`config.mk`:
```
export PLATFORM = sky130hd
export DESIGN_NAME = pdml_top
export DESIGN_NICKNAME = d
export VERILOG_FILES = /design/src/inc/pdml_pkg.sv /design/src/verilog/pdml_sync.sv /design/src/verilog/pdml_top.sv
export VERILOG_INCLUDE_DIRS = /design/src /design/src/inc
export SDC_FILE = /design/constraint.sdc
export NUM_CORES = 1
export LEC_CHECK = 0
export ABC_AREA = 0
export BUFFER_PORTS_ARGS = -buffer_cell sky130_fd_sc_hd__buf_2
export CELL_PAD_IN_SITES_DETAIL_PLACEMENT = 0
export CELL_PAD_IN_SITES_GLOBAL_PLACEMENT = 2
export CORE_ASPECT_RATIO = 1.1
export CORE_UTILIZATION = 32
export CTS_CLUSTER_DIAMETER = 120
export DETAILED_ROUTE_END_ITERATION = 8
export GPL_TIMING_DRIVEN = 0
export PLACE_DENSITY = 0.8
export SLEW_MARGIN = 20
export SYNTH_ARGS = -nofsm -noshare
export SYNTH_HDL_FRONTEND = slang
export SYNTH_SLANG_ARGS = --single-unit
```
`constraint.sdc`:
```
create_clock -name clk_in -period 2.9 [get_ports clk_in]
set_input_delay 0.725 -clock clk_in [delete_from_list [all_inputs] [get_ports clk_in]]
set_output_delay 0.725 -clock clk_in [all_outputs]
set_load 0.01 [all_outputs]
```
`src/inc/pdml_defs.svh`:
```
// Offsets, field positions, reset values and timing counts of the power-down logic
// Included by the design module pdml_top by bare name
`ifndef PDML_DEFS_SVH
`define PDML_DEFS_SVH
`define PDML_CTRL_OFFSET 12'h000
`define PDML_STATUS_OFFSET 12'h004
`define PDML_CTRL_RESET 32'h00000000
`define PDML_FIELD_LSB 10
`define PDML_FIELD_MSB 15
`define PDML_BIT_GLOBAL_EN 0
`define PDML_BIT_GATE 10
`define PDML_BIT_OUT_STOP 11
`define PDML_BIT_IN_STOP 12
`define PDML_BIT_WAKE_EN 13
`define PDML_BIT_WAKE_ANY 14
`define PDML_ENC_NONE 6'h00
`define PDML_ENC_GATE_EN 6'h09
`define PDML_ENC_GATE_ANY 6'h11
`define PDML_ENC_OUT_STOP 6'h1A
`define PDML_ENC_IN_STOP 6'h1C
`define PDML_ENTRY_CYCLES 4'h8
`define PDML_CNT_W 4
`define PDML_LOCK_TIME_US 75
`define PDML_CLK_MHZ 50
`define PDML_LOCK_MAX_PCT 250
`endif

```
`src/inc/pdml_pkg.sv`:
```
// Types shared by the power-down logic modules
// Constants live in pdml_defs.svh
package pdml_pkg;
	typedef enum logic [2:0] {
		PDML_RUN,
		PDML_ARM,
		PDML_GATED,
		PDML_STOPPED,
		PDML_RELOCK
	} pdml_state_e;
	typedef logic [5:0] pdml_field_t;
endpackage

```
`src/verilog/pdml_sync.sv`:
```
// Two flip-flop synchroniser for a bundle of asynchronous levels
// Assumes each bit is an independent level; no bus coherency across bits
`timescale 1ns/100ps
module pdml_sync #(
	parameter int WIDTH = 1
) (
	// Clock and reset
	input wire logic clk_in,
	input wire logic rst_b_in,
	// Levels
	input wire logic [WIDTH-1:0] async_in,
	output logic [WIDTH-1:0] sync_out
);
	logic [WIDTH-1:0] stage1;
	always_ff @(posedge clk_in or negedge rst_b_in)
	begin
		if (!rst_b_in)
		begin
			stage1 <= '0;
			sync_out <= '0;
		end
		else
		begin
			stage1 <= async_in;
			sync_out <= stage1;
		end
	end
endmodule

```
`src/verilog/pdml_top.sv`:
```
// Power-down mode controller: control/status register on APB, clock gates and PLL stop
// Assumes the interrupt lines, PLL lock and enable bits arrive asynchronously
// Contract
// - Mode field sits in bits 15 to 10
// - Field bits read/write, reset to zero
// - Clock gating starts eight cycles after write
// - 001001 gates CPU, wake on enabled interrupt
// - 010001 gates CPU, wake on any interrupt
// - CPU clock blocked except interrupt logic
// - DMA keeps running while CPU gated
// - Non-enabled wake resumes without service routine
// - Enabled wake runs service routine, then resumes
// - Service routine needs both interrupt enables set
// - 011010 halts PLL output clock tree
// - 011100 stops PLL input clock
// - PLL stop modes leave only by reset
// - Registers and RAM retained while stopped
// - Functional outputs freeze while stopped
// - Async peripherals may still toggle outputs
// - After reset wait for PLL relock
//
// Design decisions made here: the APB slave port and the address map.
`timescale 1ns/100ps
`include "pdml_defs.svh"
module pdml_top #(
	parameter int LOCK_CYCLES = (`PDML_LOCK_TIME_US * `PDML_LOCK_MAX_PCT / 100) * `PDML_CLK_MHZ
) (
	// Clock and reset
	input wire logic clk_in,
	input wire logic rst_b_in,
	// APB slave
	input wire logic psel_in,
	input wire logic penable_in,
	input wire logic pwrite_in,
	input wire logic [11:0] paddr_in,
	input wire logic [31:0] pwdata_in,
	output logic [31:0] prdata_out,
	output logic pready_out,
	output logic pslverr_out,
	// Interrupt sources, nonmaskable enable and PLL lock
	input wire logic int_pending_in,
	input wire logic int_enabled_pending_in,
	input wire logic nonmaskable_int_enable_in,
	input wire logic pll_locked_in,
	// Clock controls, I/O freeze and wake pulses
	output logic cpu_clk_enable_out,
	output logic pll_output_enable_out,
	output logic pll_input_enable_out,
	output logic io_freeze_out,
	output logic service_request_out,
	output logic resume_out,
	output logic dma_clk_enable_out
);
	logic [3:0] sync_q;
	logic int_any;
	logic int_en;
	logic nm_en;
	logic locked;
	logic dma_en, next_dma_en;
	pdml_pkg::pdml_state_e state, next_state;
	pdml_pkg::pdml_field_t power_down_field, next_power_down_field;
	logic global_int_enable, next_global_int_enable;
	logic [`PDML_CNT_W-1:0] entry_cnt, next_entry_cnt;
	logic [31:0] lock_cnt, next_lock_cnt;
	logic [31:0] prdata, next_prdata;
	logic pready, next_pready;
	logic pslverr, next_pslverr;
	logic cpu_en, next_cpu_en;
	logic pll_out_en, next_pll_out_en;
	logic pll_in_en, next_pll_in_en;
	logic freeze, next_freeze;
	logic svc, next_svc;
	logic resume, next_resume;
	logic wr_access;
	logic rd_access;
	pdml_sync #(
		.WIDTH(4)
	) u_sync (
		.clk_in(clk_in),
		.rst_b_in(rst_b_in),
		.async_in({int_pending_in, int_enabled_pending_in, nonmaskable_int_enable_in,
			pll_locked_in}),
		.sync_out(sync_q)
	);
	assign int_any = sync_q[3];
	assign int_en = sync_q[2];
	assign nm_en = sync_q[1];
	assign locked = sync_q[0];
	assign wr_access = psel_in && penable_in && pwrite_in && !pready;
	assign rd_access = psel_in && penable_in && !pwrite_in && !pready;
	always_comb
	begin
		next_pready = psel_in && penable_in && !pready;
		next_pslverr = 1'b0;
		next_prdata = prdata;
		next_power_down_field = power_down_field;
		next_global_int_enable = global_int_enable;
		if (psel_in && penable_in && !pready)
		begin
			if (paddr_in == `PDML_CTRL_OFFSET)
			begin
				if (wr_access && state == pdml_pkg::PDML_RUN)
				begin
					// Whole field latched in one write
					next_power_down_field = pwdata_in[`PDML_FIELD_MSB:`PDML_FIELD_LSB];
					next_global_int_enable = pwdata_in[`PDML_BIT_GLOBAL_EN];
				end
				if (rd_access)
				begin
					next_prdata = 32'h00000000;
					next_prdata[`PDML_FIELD_MSB:`PDML_FIELD_LSB] = power_down_field;
					next_prdata[`PDML_BIT_GLOBAL_EN] = global_int_enable;
				end
			end
			else if (paddr_in == `PDML_STATUS_OFFSET)
			begin
				next_prdata = {26'h0000000, locked, int_any, int_en, 3'(state)};
				next_pslverr = pwrite_in;
			end
			else
			begin
				next_prdata = 32'h00000000;
				next_pslverr = 1'b1;
			end
		end
		// Field clears on wake so the CPU does not re-enter gating
		if (state == pdml_pkg::PDML_GATED && next_state == pdml_pkg::PDML_RUN)
		begin
			next_power_down_field = `PDML_ENC_NONE;
		end
	end
	always_comb
	begin
		next_state = state;
		next_entry_cnt = entry_cnt;
		next_lock_cnt = lock_cnt;
		next_cpu_en = cpu_en;
		next_pll_out_en = pll_out_en;
		next_pll_in_en = pll_in_en;
		next_freeze = freeze;
		next_svc = 1'b0;
		next_resume = 1'b0;
		case (state)
			pdml_pkg::PDML_RELOCK:
			begin
				next_cpu_en = 1'b0;
				if (locked || lock_cnt == 32'h00000000)
				begin
					next_state = pdml_pkg::PDML_RUN;
					next_cpu_en = 1'b1;
				end
				else
				begin
					next_lock_cnt = lock_cnt - 32'h00000001;
				end
			end
			pdml_pkg::PDML_RUN:
			begin
				if (power_down_field == `PDML_ENC_OUT_STOP ||
					power_down_field == `PDML_ENC_IN_STOP)
				begin
					next_state = pdml_pkg::PDML_STOPPED;
					next_freeze = 1'b1;
					next_cpu_en = 1'b0;
					// Bits 11 and 12 pick the stop point
					next_pll_out_en = !power_down_field[`PDML_BIT_OUT_STOP - `PDML_FIELD_LSB];
					next_pll_in_en = !power_down_field[`PDML_BIT_IN_STOP - `PDML_FIELD_LSB];
				end
				else if (power_down_field == `PDML_ENC_GATE_EN ||
					power_down_field == `PDML_ENC_GATE_ANY)
				begin
					next_state = pdml_pkg::PDML_ARM;
					next_entry_cnt = `PDML_ENTRY_CYCLES - 4'h1;
				end
			end
			pdml_pkg::PDML_ARM:
			begin
				if (entry_cnt == 4'h1)
				begin
					next_state = pdml_pkg::PDML_GATED;
					next_cpu_en = 1'b0;
				end
				next_entry_cnt = entry_cnt - 4'h1;
			end
			pdml_pkg::PDML_GATED:
			begin
				if (int_en || (int_any && power_down_field[`PDML_BIT_WAKE_ANY - `PDML_FIELD_LSB]))
				begin
					next_state = pdml_pkg::PDML_RUN;
					next_cpu_en = 1'b1;
					if (int_en && global_int_enable && nm_en)
					begin
						next_svc = 1'b1;
					end
					else
					begin
						next_resume = 1'b1;
					end
				end
			end
			pdml_pkg::PDML_STOPPED:
			begin
				next_state = pdml_pkg::PDML_STOPPED;
			end
			default:
			begin
				next_state = pdml_pkg::PDML_RUN;
			end
		endcase
		// DMA clock follows the PLL path, not the CPU gate
		next_dma_en = next_pll_out_en && next_pll_in_en;
	end
	always_ff @(posedge clk_in or negedge rst_b_in)
	begin
		if (!rst_b_in)
		begin
			state <= pdml_pkg::PDML_RELOCK;
			power_down_field <= `PDML_ENC_NONE;
			global_int_enable <= 1'b0;
			entry_cnt <= 4'h0;
			lock_cnt <= 32'(LOCK_CYCLES);
			prdata <= `PDML_CTRL_RESET;
			dma_en <= 1'b1;
			pready <= 1'b0;
			pslverr <= 1'b0;
			cpu_en <= 1'b0;
			pll_out_en <= 1'b1;
			pll_in_en <= 1'b1;
			freeze <= 1'b0;
			svc <= 1'b0;
			resume <= 1'b0;
		end
		else
		begin
			state <= next_state;
			power_down_field <= next_power_down_field;
			global_int_enable <= next_global_int_enable;
			entry_cnt <= next_entry_cnt;
			lock_cnt <= next_lock_cnt;
			prdata <= next_prdata;
			dma_en <= next_dma_en;
			pready <= next_pready;
			pslverr <= next_pslverr;
			cpu_en <= next_cpu_en;
			pll_out_en <= next_pll_out_en;
			pll_in_en <= next_pll_in_en;
			freeze <= next_freeze;
			svc <= next_svc;
			resume <= next_resume;
		end
	end
	// Registered so the output comes straight from a flop
	assign dma_clk_enable_out = dma_en;
	assign prdata_out = prdata;
	assign pready_out = pready;
	assign pslverr_out = pslverr;
	assign cpu_clk_enable_out = cpu_en;
	assign pll_output_enable_out = pll_out_en;
	assign pll_input_enable_out = pll_in_en;
	assign io_freeze_out = freeze;
	assign service_request_out = svc;
	assign resume_out = resume;
endmodule

```
==> load_flow_metrics.sql <==
INSERT INTO impl_metrics (metric_group, metric, value, unit) VALUES
('yosys', 'synth.distinct_cells', '52', ''),
('detailed_routing', 'detail_route.drc_violations', '0', ''),
('worst_setup_path', 'crit-reg2reg-launch', 'lock_cnt[5]$_DFFE_PN0P_', ''),
('timing', 'worst_pin_slew', '0.743', 'ns'),
('timing', 'grt_setup_unrepaired', 'false', ''),
('timing', 'finalMaxSlewViolations', '0', ''),
('power_and_ir_drop', 'p_leak', '0.00209', 'uW'),
('yosys', 'mappedNetlistArea', '0.00354', 'mm^2'),
('flow_run', 'max_cap_violations', '0', ''),
('worst_setup_path', 'critPathLaunch', 'lock_cnt[5]$_DFFE_PN0P_', ''),
('power_and_ir_drop', 'power', '2180', 'uW'),
('worst_setup_path', 'rr_endpoint', 'lock_cnt[9]$_DFFE_PN0P_', ''),
('yosys', 'synth-warning-count', '0', ''),
('cts', 'clockBufferDepth', '2', ''),
('yosys', 'synth_area_leaders', 'dfrtp_1 47%, dfstp_2 6.7%, nand2_1 5.1%', ''),
('cts', 'number_of_cts_inserted_buffers', '9', ''),
('cells_and_area', 'post-route-cell-area', '0.00435', 'mm^2'),
('cells_and_area', 'antenna_cells', '0', ''),
('global_route', 'number_of_antenna_violations_at_the_first_check_in_global_routing', '0', ''),
('floorplanning', 'die_area', '0.0115', 'mm^2'),
('place', 'io_buffers', '48', ''),
('cells_and_area', 'drive_above_1_share', '0.247', ''),
('worst_setup_path', 'timing.setup.critical_path_class', 'reg2reg', ''),
('worst_setup_path', 'rrSetupSlack', '0.35', 'ns'),
('timing', 'timing.final.hold_violations', '0', ''),
('floorplanning', 'coreArea', '0.0106', 'mm^2'),
('cts', 'worstSkewPairLatency', '0.33', 'ns'),
('timing', 'max-slew-margin-rel', '0.501', ''),
('cts', 'cts-htree-levels', '3', ''),
('global_route', 'grt_pass1_vias', '2505', ''),
('cells_and_area', 'nNetsFinal', '482', ''),
('worst_hold_path', 'worst_hold_path_type', 'in2async', ''),
('worst_setup_path', 'worstPathMaxFanout', '10', ''),
('yosys', 'netlist.top_cell.by_area', 'dfrtp_1', ''),
('yosys', 'synthArstFlopShare', '1.00', ''),
('timing', 'finalSetupViolations', '0', ''),
('worst_setup_path', 'critPathLaunchType', 'flip-flop', ''),
('detailed_routing', 'firstDrtPassIters', '5', ''),
('global_route', 'grt_first_pass_wirelength', '12200', 'um'),
('cts', 'root_buffer', 'clkbuf_16', ''),
('worst_setup_path', 'worstPathArrival', '2.79', 'ns'),
('cts', 'clock_tree_from_tritoncts', 'done', ''),
('place', 'finalWeightedCongestion', '0.687', ''),
('timing', 'hold_ws', '0.330', 'ns'),
('worst_setup_path', 'worst_ep_required_time', '3.15', 'ns'),
('yosys', 'netlist.area_leader.share', '0.466', ''),
('yosys', 'ys_dominant_reg_cell', 'dfrtp_1', ''),
('detailed_routing', 'route.vias.total', '2603', ''),
('cells_and_area', 'area.growth.synth_to_final', '22.7', '%'),
('yosys', 'synthCells', '346', ''),
('floorplanning', 'start_util', '0.335', ''),
('timing', 'tns', '0', 'ns'),
('floorplanning', 'fp.dieW', '102', 'um'),
('worst_setup_path', 'critical_path.endpoint', 'lock_cnt[9]$_DFFE_PN0P_', ''),
('yosys', 'number_of_enable_flip_flop_cells_after_synthesis', '0', ''),
('place', 'placed_area', '0.00406', 'mm^2'),
('run_status', 'run_status', 'complete, no violations', ''),
('timing', 'period_minus_slack', '2.55', 'ns'),
('cells_and_area', 'final_common_cell', 'dfrtp_1', ''),
('detailed_routing', 'routed_via_density', '4.54', ''),
('detailed_routing', 'average_detailed_routed_wire_length_per_instance', '12.7', 'um'),
('timing', 'final_min_period_over_clock_period', '0.878', ''),
('floorplanning', 'rows', '39', ''),
('place', 'dp_hpwl', '5350', 'um'),
('global_route', 'grt_remaining_overflow', '0', ''),
('detailed_routing', 'drt_first_iter_violations', '98', ''),
('cts', 'cts-hold-fix-buffers', '0', ''),
('worst_setup_path', 'worst_setup_path_end_kind', 'flip-flop', ''),
('power_and_ir_drop', 'vdd_ir_drop_max', '0.232', 'mV'),
('detailed_routing', 'ant_nets', '0', ''),
('timing', 'fmax', '393', 'MHz');
-- cell families after synthesis --
kind of cell	after synthesis	synth area share
compound gates	51	0.0827
buf+inv	42	0.0664
mux	2	0.00600
fa+ha+maj	4	0.0141
other cells	1	0.00106
xor+xnor	30	0.0742
simple gates	141	0.223
flops	75	0.533
-- per-layer routing --
metal	up-vias	routed length, um	global-route usage
met5	-	0	0
met4	0	60	0.0438
met3	5	221	0.0473
met2	41	3620	0.223
met1	1239	3390	0.179
li1	1318	-	-
-- final cells by class --
class                           count  area [um^2]
Multi-Input combinational cell    248         1500
Sequential cell                    75         1890
Fill cell                        1085         6240
Timing Repair Buffer               49          270
Inverter                           11         41.3
Buffer                             31          194
Tap cell                          143          179
Clock buffer                       14          264
Clock inverter                      2         10.0
-- synth_stat cells, types with 2 or more instances --
cell / number
a21o_1: 2
a21oi_1: 10
a31oi_1: 2
and2_1: 2
and3_1: 2
buf_2: 2
buf_4: 20
clkbuf_1: 8
dfrtp_1: 66
dfstp_2: 9
ha_1: 4
inv_1: 11
nand2_1: 48
nand2b_1: 3
nand3_1: 9
nand3b_1: 4
nand4_1: 2
nand4b_1: 3
nor2_1: 20
nor3_1: 10
nor3_2: 2
nor4_1: 12
nor4b_1: 3
nor4b_2: 2
o21ai_0: 29
or3_1: 3
or4_1: 3
or4_4: 3
xnor2_1: 14
xor2_1: 16
-- power breakdown --
group	internal [uW]	total, uW	switching, uW
Sequential	1060	1060	3.78
Combinational	38.7	89.2	50.6
Clock	624	1030	403
Total	1720	2180	458
-- through the flow --
step / util / cells / worst slack [ns]
floorplan: - / 365 / 0.543
global placement: 0.381 / 556 / 0.110
detailed placement: 0.384 / 557 / 0.138
CTS: 0.410 / 573 / 0.131
global route: 0.410 / 573 / 0.183
finish: 0.410 / 573 / 0.355
-- worst min path at each step --
| stage | from | endpoint | depth (start not counted) |
|---|---|---|---|
| final | rst_b_in | pslverr_out$_DFF_PN0_ | 1 |
| after global routing | rst_b_in | pslverr_out$_DFF_PN0_ | 1 |
| after CTS | rst_b_in | pslverr_out$_DFF_PN0_ | 1 |
| after detailed placement | u_sync.stage1[3]$_DFF_PN0_ | u_sync.sync_out[3]$_DFF_PN0_ | 0 |
| after global placement | u_sync.stage1[3]$_DFF_PN0_ | u_sync.sync_out[3]$_DFF_PN0_ | 0 |
| after floorplan | u_sync.stage1[0]$_DFF_PN0_ | u_sync.sync_out[0]$_DFF_PN0_ | 0 |
-- what timing repair did --
item	4_1_cts	5_1_grt
buffers inserted	0	0
setup endpoints to repair	0	4
gates resized for setup	0	1
-- worst max-delay path, stage by stage, from the launching register on --
cell      delay [ns]
dfrtp_1         0.43
or4_4           0.51
or4_4           0.47
nor4_1          0.43
buf_2           0.30
nand4b_1        0.17
xnor2_1         0.13
-- flip-flops by register name, summed over array words and instances, names as in the netlist, 3 cells and up --
name	cells
power_down_field	6
lock_cnt	32
state	3
prdata_out	12
u_sync.stage1	4
entry_cnt	4
u_sync.sync_out	4
(Power assumes the default switching activity.)
